File: src/design/video_sync_pkg.sv
// Package with offsets, field positions, reset values and timing for the video sync port.
package video_sync_pkg;
  // Register offsets on the host I/O port.
  localparam logic [15:0] DISP_STATUS_ADDR = 16'h02E8;
  localparam logic [15:0] H_ALT_BLANK_START_ADDR = 16'h32E8;
  localparam logic [15:0] H_ALT_BLANK_END_ADDR = 16'h36E8;
  localparam logic [15:0] V_ALT_BLANK_START_ADDR = 16'h3AE8;
  localparam logic [15:0] V_ALT_BLANK_END_ADDR = 16'h3EE8;
  localparam logic [15:0] ADV_FUNC_CTRL_ADDR = 16'h4AE8;
  localparam logic [15:0] EXT_CONFIG_1_ADDR = 16'h56E8;
  localparam logic [15:0] EXT_CONFIG_2_ADDR = 16'h5AE8;
  // Sync polarity and interlace control.
  localparam logic [15:0] SYNC_CTRL_ADDR = 16'h7EE8;
  // Palette port windows, low twelve address bits only.
  localparam logic [11:0] PAL_ACCEL_LO = 12'h2EA;
  localparam logic [11:0] PAL_ACCEL_HI = 12'h2ED;
  localparam logic [11:0] PAL_VGA_LO = 12'h3C6;
  localparam logic [11:0] PAL_VGA_HI = 12'h3C9;
  // Field positions.
  localparam int SENSE_BIT = 0;
  localparam int ADV_FUNC_BIT = 0;
  localparam int EC1_VGA_PAL_BIT = 15;
  localparam int EC1_FIELD_EN_BIT = 7;
  localparam int EC1_WIDE_WE_BIT = 3;
  localparam int EC2_DAC_WIDTH_BIT = 13;
  localparam int EC2_ALT_BLANK_BIT = 11;
  localparam int HSYNC_POL_BIT = 0;
  localparam int VSYNC_POL_BIT = 1;
  localparam int INTERLACE_BIT = 2;
  // Values after reset.
  localparam logic [15:0] EXT_CONFIG_1_RST = 16'h0000;
  localparam logic [15:0] EXT_CONFIG_2_RST = 16'h0000;
  localparam logic [2:0] SYNC_CTRL_RST = 3'h0;
  localparam logic [11:0] ALT_BLANK_RST = 12'h000;
  // Default raster timing in nugget clocks and lines.
  localparam int H_TOTAL_DEF = 800;
  localparam int H_DISP_DEF = 640;
  localparam int H_SYNC_START_DEF = 656;
  localparam int H_SYNC_WIDTH_DEF = 96;
  localparam int V_TOTAL_DEF = 525;
  localparam int V_DISP_DEF = 480;
  localparam int V_SYNC_START_DEF = 490;
  localparam int V_SYNC_WIDTH_DEF = 2;
endpackage : video_sync_pkg

File: src/design/video_sync_palette_port.sv
// Video sync, blank, palette strobe and strap logic of the accelerator's video interface.
//
// Functional notes
// RULE1: Read strobe on enabled palette port reads.
// RULE2: Pass-through also decodes VGA palette range.
// RULE3: Write strobe on enabled palette port writes.
// RULE4: Palette strobes tristated while reset applied.
// RULE5: DAC-width pin sampled, then driven from bit.
// RULE6: Alternate config drives DAC pin as blank.
// RULE7: Syncs and blank generated, programmable, tristated.
// RULE8: Non-advanced mode passes external VGA syncs.
// RULE9: Sense level readable as status bit zero.
// RULE10: Field parity output driven only when enabled.
// RULE11: Inverted field pin latched at reset.
// RULE12: Advanced mode follows control bit zero.
// RULE13: Horizontal sync registered on falling edge.
// RULE14: Strobes idle high outside decoded cycles.
`timescale 1ns/100ps
module video_sync_palette_port
  import video_sync_pkg::*;
#(
  parameter int H_TOTAL = H_TOTAL_DEF,
  parameter int H_DISP = H_DISP_DEF,
  parameter int H_SYNC_START = H_SYNC_START_DEF,
  parameter int H_SYNC_WIDTH = H_SYNC_WIDTH_DEF,
  parameter int V_TOTAL = V_TOTAL_DEF,
  parameter int V_DISP = V_DISP_DEF,
  parameter int V_SYNC_START = V_SYNC_START_DEF,
  parameter int V_SYNC_WIDTH = V_SYNC_WIDTH_DEF
) (
  input wire logic clock,
  input wire logic nrst,
  input wire logic [15:0] addr,
  input wire logic [15:0] wdata,
  input wire logic wstrb,
  input wire logic rstrb,
  output logic [15:0] rdata,
  input wire logic accel_enabled,
  output logic palette_read_strobe_n,
  output logic palette_read_oe,
  output logic palette_write_strobe_n,
  output logic palette_write_oe,
  output logic hsync_out,
  output logic hsync_oe,
  output logic vsync_out,
  output logic vsync_oe,
  output logic blank_n,
  output logic blank_oe,
  input wire logic ext_hsync_in,
  input wire logic ext_vsync_in,
  input wire logic dac_width_select_in,
  output logic dac_width_select_out,
  output logic dac_width_select_oe,
  input wire logic field_parity_in,
  output logic field_parity_out,
  output logic field_parity_oe,
  input wire logic sense_in,
  output logic advanced_function_mode
);

  // True when the low twelve address bits fall in a palette window.
  function automatic logic pal_hit(input logic [15:0] a, input logic vga_en);
    logic [11:0] low;
    // Only the low twelve bits count, so aliases in higher I/O pages decode too.
    low = a[11:0];
    pal_hit = ((low >= PAL_ACCEL_LO) && (low <= PAL_ACCEL_HI)) ||
              (vga_en && (low >= PAL_VGA_LO) && (low <= PAL_VGA_HI));
  endfunction : pal_hit

  // Software-visible registers.
  // Bits 15 and 7 of the first word and 13 and 11 of the second steer the pins.
  logic [15:0] ext_config_1_q;
  logic [15:0] ext_config_2_q;
  logic advanced_function_control_q;
  logic [2:0] sync_ctrl_q;
  logic [11:0] h_ab_start_q;
  logic [11:0] h_ab_end_q;
  logic [11:0] v_ab_start_q;
  logic [11:0] v_ab_end_q;
  // Raster counters and internal timing levels.
  logic [11:0] h_cnt_q;
  logic [11:0] v_cnt_q;
  logic field_q;
  logic hsync_int_d;
  logic vsync_int_d;
  logic blank_int_d;
  logic alt_blank_d;
  logic hit;
  logic end_of_line;
  logic end_of_frame;

  // Palette decode is shared by both strobes.
  assign hit = pal_hit(addr, ext_config_1_q[EC1_VGA_PAL_BIT]);  // [RULE2]
  // Line and frame ends are single-cycle markers taken from the counters.
  assign end_of_line = (h_cnt_q == 12'(H_TOTAL - 1));
  assign end_of_frame = end_of_line && (v_cnt_q == 12'(V_TOTAL - 1));

  // Palette strobes go low for the cycle after a decoded access, high otherwise.
  always_ff @(posedge clock) begin
    if (!nrst) begin
      // The strobes float in reset; their level is parked high for release.
      palette_read_strobe_n <= 1'b1;
      palette_write_strobe_n <= 1'b1;
      palette_read_oe <= 1'b0;  // [RULE4]
      palette_write_oe <= 1'b0;  // [RULE4]
    end else begin
      // Both strobes are driven from the first edge after release.
      palette_read_oe <= 1'b1;
      palette_write_oe <= 1'b1;
      // Registering the strobes keeps them glitch-free while the address settles.
      palette_read_strobe_n <= !(accel_enabled && rstrb && hit);  // [RULE1] [RULE14]
      palette_write_strobe_n <= !(accel_enabled && wstrb && hit);  // [RULE3] [RULE14]
    end
  end

  // Configuration register writes, with strap capture while reset is held.
  always_ff @(posedge clock) begin
    if (!nrst) begin
      // Straps are sampled on every reset edge, so the last one counts.
      ext_config_1_q <= EXT_CONFIG_1_RST;
      ext_config_1_q[EC1_WIDE_WE_BIT] <= !field_parity_in;  // [RULE11]
      ext_config_2_q <= EXT_CONFIG_2_RST;
      ext_config_2_q[EC2_DAC_WIDTH_BIT] <= dac_width_select_in;  // [RULE5]
      advanced_function_control_q <= 1'b0;
      sync_ctrl_q <= SYNC_CTRL_RST;
    end else if (wstrb) begin
      // Each write replaces the whole addressed register.
      // Software may overwrite the sampled strap bits afterwards.
      case (addr)
        EXT_CONFIG_1_ADDR: ext_config_1_q <= wdata;
        EXT_CONFIG_2_ADDR: ext_config_2_q <= wdata;
        ADV_FUNC_CTRL_ADDR: advanced_function_control_q <= wdata[ADV_FUNC_BIT];  // [RULE12]
        SYNC_CTRL_ADDR: sync_ctrl_q <= wdata[2:0];
        default: ;
      endcase
    end
  end

  // Alternate blank window registers are write-only.
  always_ff @(posedge clock) begin
    if (!nrst) begin
      h_ab_start_q <= ALT_BLANK_RST;
      h_ab_end_q <= ALT_BLANK_RST;
      v_ab_start_q <= ALT_BLANK_RST;
      v_ab_end_q <= ALT_BLANK_RST;
    end else if (wstrb) begin
      // Writes to other addresses leave the window unchanged.
      // New bounds take effect at the next raster comparison.
      case (addr)
        H_ALT_BLANK_START_ADDR: h_ab_start_q <= wdata[11:0];
        H_ALT_BLANK_END_ADDR: h_ab_end_q <= wdata[11:0];
        V_ALT_BLANK_START_ADDR: v_ab_start_q <= wdata[11:0];
        V_ALT_BLANK_END_ADDR: v_ab_end_q <= wdata[11:0];
        default: ;
      endcase
    end
  end

  // Read data appears the cycle after the read strobe; other cycles read zero.
  always_ff @(posedge clock) begin
    if (!nrst) begin
      rdata <= 16'h0000;
    end else if (rstrb) begin
      // Unmapped and write-only addresses return zero.
      case (addr)
        DISP_STATUS_ADDR: rdata <= {15'h0000, sense_in};  // [RULE9]
        EXT_CONFIG_1_ADDR: rdata <= ext_config_1_q;
        EXT_CONFIG_2_ADDR: rdata <= ext_config_2_q;
        ADV_FUNC_CTRL_ADDR: rdata <= {15'h0000, advanced_function_control_q};
        SYNC_CTRL_ADDR: rdata <= {13'h0000, sync_ctrl_q};
        default: rdata <= 16'h0000;
      endcase
    end else begin
      // Data stands for one cycle only, then the bus reads zero again.
      rdata <= 16'h0000;
    end
  end

  // Raster counters and field parity step on the rising nugget clock edge.
  always_ff @(posedge clock) begin
    if (!nrst) begin
      // Counting restarts at the top-left corner of the raster.
      h_cnt_q <= 12'h000;
      v_cnt_q <= 12'h000;
      field_q <= 1'b0;
    end else begin
      // The pixel counter wraps after the last clock of a line.
      h_cnt_q <= end_of_line ? 12'h000 : h_cnt_q + 12'h001;  // [RULE13]
      // Lines advance once per line end and wrap at the frame end.
      if (end_of_line) begin
        v_cnt_q <= end_of_frame ? 12'h000 : v_cnt_q + 12'h001;
      end
      // Parity toggles per field only in interlaced operation.
      if (!sync_ctrl_q[INTERLACE_BIT]) begin
        field_q <= 1'b0;
      end else if (end_of_frame) begin
        field_q <= !field_q;
      end
    end
  end

  // Internal sync, blank and alternate blank levels, before polarity.
  always_comb begin
    // Each window is half-open: the start is inside, the end is not.
    hsync_int_d = (h_cnt_q >= 12'(H_SYNC_START)) &&
                  (h_cnt_q < 12'(H_SYNC_START + H_SYNC_WIDTH));
    vsync_int_d = (v_cnt_q >= 12'(V_SYNC_START)) &&
                  (v_cnt_q < 12'(V_SYNC_START + V_SYNC_WIDTH));
    blank_int_d = (h_cnt_q >= 12'(H_DISP)) || (v_cnt_q >= 12'(V_DISP));
    alt_blank_d = ((h_cnt_q >= h_ab_start_q) && (h_cnt_q < h_ab_end_q)) ||
                  ((v_cnt_q >= v_ab_start_q) && (v_cnt_q < v_ab_end_q));  // [RULE6]
  end

  // Vertical sync, blank and mode indication on the rising edge.
  always_ff @(posedge clock) begin
    if (!nrst) begin
      // Vertical sync and blank float in reset; the parked levels are the idle ones.
      vsync_out <= 1'b0;
      vsync_oe <= 1'b0;  // [RULE7]
      blank_n <= 1'b1;
      blank_oe <= 1'b0;  // [RULE7]
      advanced_function_mode <= 1'b0;
    end else begin
      // Enables rise at the first edge after release.
      vsync_oe <= 1'b1;
      blank_oe <= 1'b1;
      advanced_function_mode <= advanced_function_control_q;  // [RULE12]
      // External VGA sync replaces ours outside advanced mode.
      if (advanced_function_control_q) begin
        vsync_out <= vsync_int_d ^ sync_ctrl_q[VSYNC_POL_BIT];  // [RULE7]
      end else begin
        vsync_out <= ext_vsync_in;  // [RULE8]
      end
      // Blank has a fixed active-low sense; only the syncs are programmable.
      blank_n <= !blank_int_d;  // [RULE7]
    end
  end

  // Horizontal sync is retimed on the falling edge, half a cycle late.
  always_ff @(negedge clock) begin
    if (!nrst) begin
      // The falling-edge flop still obeys the synchronous reset.
      hsync_out <= 1'b0;
      hsync_oe <= 1'b0;  // [RULE7]
    end else begin
      // Its enable changes on the falling edge, half a cycle apart from the others.
      hsync_oe <= 1'b1;
      // The same pass-through choice applies to the horizontal output.
      if (advanced_function_control_q) begin
        hsync_out <= hsync_int_d ^ sync_ctrl_q[HSYNC_POL_BIT];  // [RULE13]
      end else begin
        hsync_out <= ext_hsync_in;  // [RULE8]
      end
    end
  end

  // DAC-width pin and field parity pin drivers.
  always_ff @(posedge clock) begin
    if (!nrst) begin
      // Both shared pins are released so their straps can be sampled.
      dac_width_select_out <= 1'b0;
      dac_width_select_oe <= 1'b0;
      field_parity_out <= 1'b0;
      field_parity_oe <= 1'b0;  // [RULE10]
    end else begin
      // The width pin is an output for good once reset is over.
      dac_width_select_oe <= 1'b1;
      // Alternate blank takes over the pin when selected.
      if (ext_config_2_q[EC2_ALT_BLANK_BIT]) begin
        dac_width_select_out <= !alt_blank_d;  // [RULE6]
      end else begin
        dac_width_select_out <= ext_config_2_q[EC2_DAC_WIDTH_BIT];  // [RULE5]
      end
      // Parity stays floating unless software enables it.
      field_parity_oe <= ext_config_1_q[EC1_FIELD_EN_BIT];  // [RULE10]
      field_parity_out <= field_q;  // [RULE10]
    end
  end

  // Checks kept beside the logic they guard.
  // Every property samples on the rising edge of the nugget clock.
  // Palette strobe checks come first.
  a_read_strobe_fires: assert property (@(posedge clock) disable iff (!nrst) // [RULE1]
    (accel_enabled && rstrb && hit) |=> !palette_read_strobe_n)
    else $error("Palette read strobe missed a decoded read.");
  a_vga_window_decode: assert property (@(posedge clock) disable iff (!nrst) // [RULE2]
    (accel_enabled && wstrb && addr[11:0] == PAL_VGA_LO && !ext_config_1_q[EC1_VGA_PAL_BIT])
    |=> palette_write_strobe_n)
    else $error("VGA palette range decoded without pass-through.");
  a_write_strobe_fires: assert property (@(posedge clock) disable iff (!nrst) // [RULE3]
    (accel_enabled && wstrb && hit) |=> !palette_write_strobe_n ##1
    (palette_write_strobe_n || $past(wstrb)))
    else $error("Palette write strobe wrong width.");
  a_strobe_tristate: assert property (@(posedge clock) // [RULE4]
    !nrst |=> (!palette_read_oe && !palette_write_oe))
    else $error("Palette strobes driven during reset.");
  a_dac_width_drive: assert property (@(posedge clock) disable iff (!nrst) // [RULE5]
    (!ext_config_2_q[EC2_ALT_BLANK_BIT] && $stable(ext_config_2_q))
    |=> (dac_width_select_out == ext_config_2_q[EC2_DAC_WIDTH_BIT]))
    else $error("DAC width pin does not follow its bit.");
  a_alt_blank_drive: assert property (@(posedge clock) disable iff (!nrst) // [RULE6]
    (ext_config_2_q[EC2_ALT_BLANK_BIT] && alt_blank_d) |=> !dac_width_select_out)
    else $error("Alternate blank not asserted low.");
  a_sync_tristate: assert property (@(posedge clock) // [RULE7]
    !nrst |=> (!vsync_oe && !blank_oe))
    else $error("Sync or blank driven during reset.");
  a_vga_passthrough: assert property (@(posedge clock) disable iff (!nrst) // [RULE8]
    (!advanced_function_control_q) |=> (vsync_out == $past(ext_vsync_in)))
    else $error("External vertical sync not passed through.");
  a_sense_readback: assert property (@(posedge clock) disable iff (!nrst) // [RULE9]
    (rstrb && addr == DISP_STATUS_ADDR) |=> (rdata[SENSE_BIT] == $past(sense_in)))
    else $error("Status read lost the sense level.");
  a_field_enable: assert property (@(posedge clock) disable iff (!nrst) // [RULE10]
    $past(!ext_config_1_q[EC1_FIELD_EN_BIT], 1) |-> !field_parity_oe)
    else $error("Field parity driven while disabled.");
  a_strap_capture: assert property (@(posedge clock) // [RULE11]
    (!nrst ##1 nrst) |-> (ext_config_1_q[EC1_WIDE_WE_BIT] == !$past(field_parity_in)))
    else $error("Field pin strap not latched inverted.");
  a_idle_strobes: assert property (@(posedge clock) disable iff (!nrst) // [RULE14]
    (!accel_enabled) |=> (palette_read_strobe_n && palette_write_strobe_n))
    else $error("Palette strobe asserted while disabled.");
  // Further checks on idle strobes, strobe enables, blank, vertical sync, mode and the field pin.
  a_read_idle_high: assert property (@(posedge clock) disable iff (!nrst) // [RULE14]
    !(accel_enabled && rstrb && hit) |=> palette_read_strobe_n)
    else $error("Palette read strobe asserted outside a decoded read.");
  a_write_idle_high: assert property (@(posedge clock) disable iff (!nrst) // [RULE14]
    !(accel_enabled && wstrb && hit) |=> palette_write_strobe_n)
    else $error("Palette write strobe asserted outside a decoded write.");
  a_strobe_drive_on: assert property (@(posedge clock) // [RULE14]
    nrst |=> (palette_read_oe && palette_write_oe))
    else $error("Palette strobes not driven after reset.");
  a_blank_follows: assert property (@(posedge clock) disable iff (!nrst) // [RULE7]
    blank_int_d |=> !blank_n)
    else $error("Blank not asserted outside the display window.");
  a_vsync_polarity: assert property (@(posedge clock) disable iff (!nrst) // [RULE7]
    (advanced_function_control_q && vsync_int_d && !sync_ctrl_q[VSYNC_POL_BIT]) |=> vsync_out)
    else $error("Vertical sync missing in advanced mode.");
  a_adv_mode_follow: assert property (@(posedge clock) disable iff (!nrst) // [RULE12]
    advanced_function_control_q |=> advanced_function_mode)
    else $error("Advanced mode output does not follow its bit.");
  a_field_drive: assert property (@(posedge clock) disable iff (!nrst) // [RULE10]
    ext_config_1_q[EC1_FIELD_EN_BIT] |=>
    (field_parity_oe && (field_parity_out == $past(field_q))))
    else $error("Field parity not driven while enabled.");

endmodule : video_sync_palette_port

File: config.mk
export PLATFORM = sky130hd
export DESIGN_NAME = video_sync_palette_port
export DESIGN_NICKNAME = d
export VERILOG_FILES = /design/src/design/video_sync_pkg.sv /design/src/design/video_sync_palette_port.sv
export SDC_FILE = /design/constraint.sdc
export NUM_CORES = 1
export LEC_CHECK = 0
export ABC_AREA = 0
export BUFFER_PORTS_ARGS = -buffer_cell sky130_fd_sc_hd__buf_2
export CAP_MARGIN = 20
export CORE_ASPECT_RATIO = 1.25
export CORE_MARGIN = 2
export CORE_UTILIZATION = 59
export DETAILED_ROUTE_END_ITERATION = 12
export PLACE_DENSITY = 0.8
export SLEW_MARGIN = 30
export SYNTH_ARGS = -nofsm -noshare
export SYNTH_HDL_FRONTEND = slang
export SYNTH_SLANG_ARGS = --single-unit
File: constraint.sdc
create_clock -name clock -period 2.54 [get_ports clock]
set_input_delay 0.381 -clock clock [delete_from_list [all_inputs] [get_ports clock]]
set_output_delay 0.381 -clock clock [all_outputs]
set_load 0.02 [all_outputs]
# [Yosys cells after proc, flatten, opt, wreduce, memory -nomap -nowiden]
# Index checks and enable logic that the tools add are counted.
[word_totals] regBits=136 inputBits=42 wordCells=104
[op_classes] add_sub_neg=2 order_cmp=14 eq_ne=14 muxes=12 n_bitwise=3 reduce_logical=34
[ops] operator="$pmux 16 s5" count=1
[ops] operator="$eq 16x14->1 const B" count=4
[ops] operator="$eq 16x15->1 const B" count=4
[ops] operator="$ge 12x10->1 const B" count=4
[ops] operator="$mux 14" count=3
[ops] operator="$add 12x1->12 const B" count=2
[ops] operator="$eq 12x10->1 const B" count=2
[ops] operator="$ge 12x12->1" count=2
[ops] operator="$ge 12x9->1 const B" count=2
[ops] operator="$le 12x10->1 const B" count=2
[ops] operator="$lt 12x12->1" count=2
[ops] operator="$reduce_and 2->1" count=12
[ops] operator="$eq 16x10->1 const B" count=1
[ops] operator="$logic_and 1x1->1" count=12
[ops] operator="$lt 12x10->1 const B" count=1
[ops] operator="$lt 12x9->1 const B" count=1
[ops] operator="$mux 12" count=1
[ops] operator="$mux 4" count=3
[ops] operator="$logic_not 1->1" count=6
[ops] operator="$ne 2x1->1 const B" count=3
[ops] operator="$mux 1" count=4
[ops] operator="$logic_or 1x1->1" count=3
[ops] operator="$reduce_or 2->1" count=1
[ops] operator="$xor 1x1->1" count=2
[ops] operator="$not 1->1" count=1

# [Logic depth before layout (Yosys ltp)]
[depth] depth_word=6 ltp_mapped=9

==> flow_summary.json <==
{
  "status": "finished, violations left",
  "violations": "negative setup slack",
  "die-area_um2": 12200,
  "syn_area_um2": 6690,
  "grt_pass1_vias": 5818,
  "ys_types": 51,
  "fin_area_um2": 7930,
  "wl_um": 17200,
  "critPathArrivalTime_ps": 2170,
  "numCtsBuffers": 17,
  "synth_top_area_share": 0.401,
  "clock_path_buffers": 2,
  "ir_drop_mv": 0.566,
  "vias": 5949,
  "drc": 0,
  "grt_start_max_net_pins": 74,
  "clock_tree.root_cell": "clkbuf_16",
  "grt-ovfl-total": 0,
  "wl_per_cell_um": 16.6,
  "crit_buf_inv": 1,
  "path_max_fanout": 1,
  "hold_viol_final": 0,
  "grt_pass1_wl_um": 27600,
  "crit_slowest_cell": "dfxtp_2",
  "via_per_inst": 5.75,
  "fp.dieH_um": 123,
  "cts_sinks": 136,
  "cts_tree": "built",
  "power_leakage_nw": 3.12,
  "pre_cts_slack_ps": -11.2,
  "clk_pin_slew_ps": 60,
  "cp-end-kind": "primary output",
  "area_growth_pct": 18.5,
  "yosysWarnings": 0,
  "grt_usage": 0.285,
  "worst_pin_slew_ps": 739,
  "placed_area_um2": 7260,
  "antennaDiodeCount": 0,
  "io_buffers": 72,
  "crit_family": "flip-flops",
  "std_cell_rows": 43,
  "slew_headroom": 0.494,
  "fin_nets": 980,
  "postCtsSetupRepairBufs": 0,
  "max_stage_delay_ps": 340,
  "ios": 73,
  "path_class": "flop to primary output",
  "setup_ws_ps": -9.76,
  "drive_gt1_frac": 0.172,
  "finalMaxSlewViolations": 0,
  "start_util": 0.604,
  "yosys.area.top_type": "dfxtp_1",
  "cap_viol_max_count": 0,
  "dp_hpwl_um": 12100,
  "min_path_type": "input port to flop",
  "core-area_um2": 11100,
  "ant_nets": 0,
  "rsz0062_at_grt": "true",
  "cts_hold_buf": 0,
  "synth_edf_count": 2,
  "grt_antenna_before_repair": 0,
  "final.setup_skew_ps": 37.9,
  "required_ps": 2160,
  "firstDrtPassIters": 5,
  "gp_congestion": 0.897,
  "synth_nets": 896,
  "drt-initial-drc-count": 415,
  "ys_seq_elements": 136,
  "fp.dieW_um": 99.3,
  "cts-htree-levels": 4,
  "clock_latency_ps": 450,
  "syn_inst": 803,
  "ys_seq_area_frac": 0.410,
  "setup_viol": 2,
  "synth_area_leaders": "dfxtp_1, nand2_1, ha_1",
  "avgSynthCellArea_um2": 8.33,
  "async_reset_ff_frac": 0,
  "power.density_nw_per_um2": 631,
  "synth_top_flop_cell": "dfxtp_1",
  "cp-start-kind": "flop",
  "cp_cell_sequence": "buf_6"
}
cells in the final DEF (no fill, tap or decap), types with 5 or more instances in the layout:
master,n
a21boi_0,64
a21boi_1,11
a21boi_2,7
a21o_1,10
a21oi_1,18
a22oi_1,16
and2_1,9
and3_1,6
and4_1,7
buf_2,70
buf_4,30
clkbuf_16,17
clkinv_4,6
dfxtp_1,130
ha_1,51
inv_1,58
nand2_1,186
nand3_1,17
nand4_1,13
nor2_1,53
nor2b_1,5
nor4_1,10
o21ai_0,17
or3_1,6
xnor2_1,11
xor2_1,12
through the flow:
step | hold slack [ps] | setup TNS (ps) | total power [mW] | utilization | std cells
floorplan | 409 | 0 | 2.32 | - | 803
detailed placement | 442 | -11.2 | 2.41 | 0.655 | 1002
finish | 188 | -18.6 | 5.01 | 0.716 | 1035
CTS | 185 | -20.6 | 5.02 | 0.714 | 1035
global route | 188 | -92.2 | 5.14 | 0.716 | 1035
global placement | 436 | 0 | 2.41 | 0.655 | 1002
synth_stat cells, drive strengths merged (2+ instances only):
master  count
nand2     186
dfxtp     134
a21boi     82
inv        57
nor2       56
ha         51
clkbuf     22
a21oi      18
nand3      17
o21ai      17
a22oi      16
buf        16
nand4      13
xor2       12
xnor2      11
a21o       10
nor4       10
and2        9
and3        7
and4        7
or3         6
nor2b       5
nand2b      4
nor3        4
nand3b      3
nand4b      3
o211a       3
a221oi      2
a222oi      2
edfxtp      2
nor4b       2
o211ai      2
or2         2
flip-flops by register name, indices dropped and copies added, names as in the netlist, 3 cells and up:
register        cells
sync_ctrl_q         3
ext_config_2_q     16
h_ab_end_q         12
h_ab_start_q       12
v_ab_start_q       12
ext_config_1_q     16
v_ab_end_q         12
v_cnt_q            12
rdata              16
h_cnt_q            12
metal layers:
layer / part of all wire / global-route usage / vias to the layer above
li1: - / - / 2880
met1: 0.40 / 0.335 / 2814
met2: 0.52 / 0.503 / 222
met3: 0.058 / 0.0582 / 33
met4: 0.029 / 0.125 / 0
met5: 0 / 0 / -
cell type report:
cell class              instances  area [um^2]
inverters                      56          210
well taps                     135          169
flip-flops and latches        136         2750
clock buffers                  19          443
repair buffers                102          598
clock inverters                15          203
multi-input cells             572         3560
fillers                       825         3150
kinds of logic after synthesis:
logic type	after synthesis	synth area share
flip-flops	136	0.410
XOR/XNOR	23	0.0301
multiplexers	1	0.00150
AND/OR/NAND/NOR	340	0.233
adder cells (fa/ha/maj)	51	0.0954
AO/OA/AOI/OAI	157	0.170
buffers and inverters	95	0.0604
final timing paths:
check             slack, ps  cells after the start                  to               start
setup / recovery        -10                      1            hsync_oe            hsync_oe
hold / removal          190                      2           vsync_out        ext_vsync_in
setup reg to reg         20                      6           hsync_out          h_cnt_q[4]
hold reg to reg         450                      2  ext_config_1_q[14]  ext_config_1_q[14]
report_power, final:
part	switching, mW	internal, mW	leakage [nW]	total (mW)
clock network	0.956	1.69	0.323	2.64
registers	0.0102	2.15	1.10	2.16
logic	0.127	0.0782	1.69	0.206
timing repair:
action,in CTS,in global routing
setup endpoints to repair,3,3
pin swaps,0,4
gates resized for setup,7,5
Note: power is estimated with default switching activity, not from simulation.
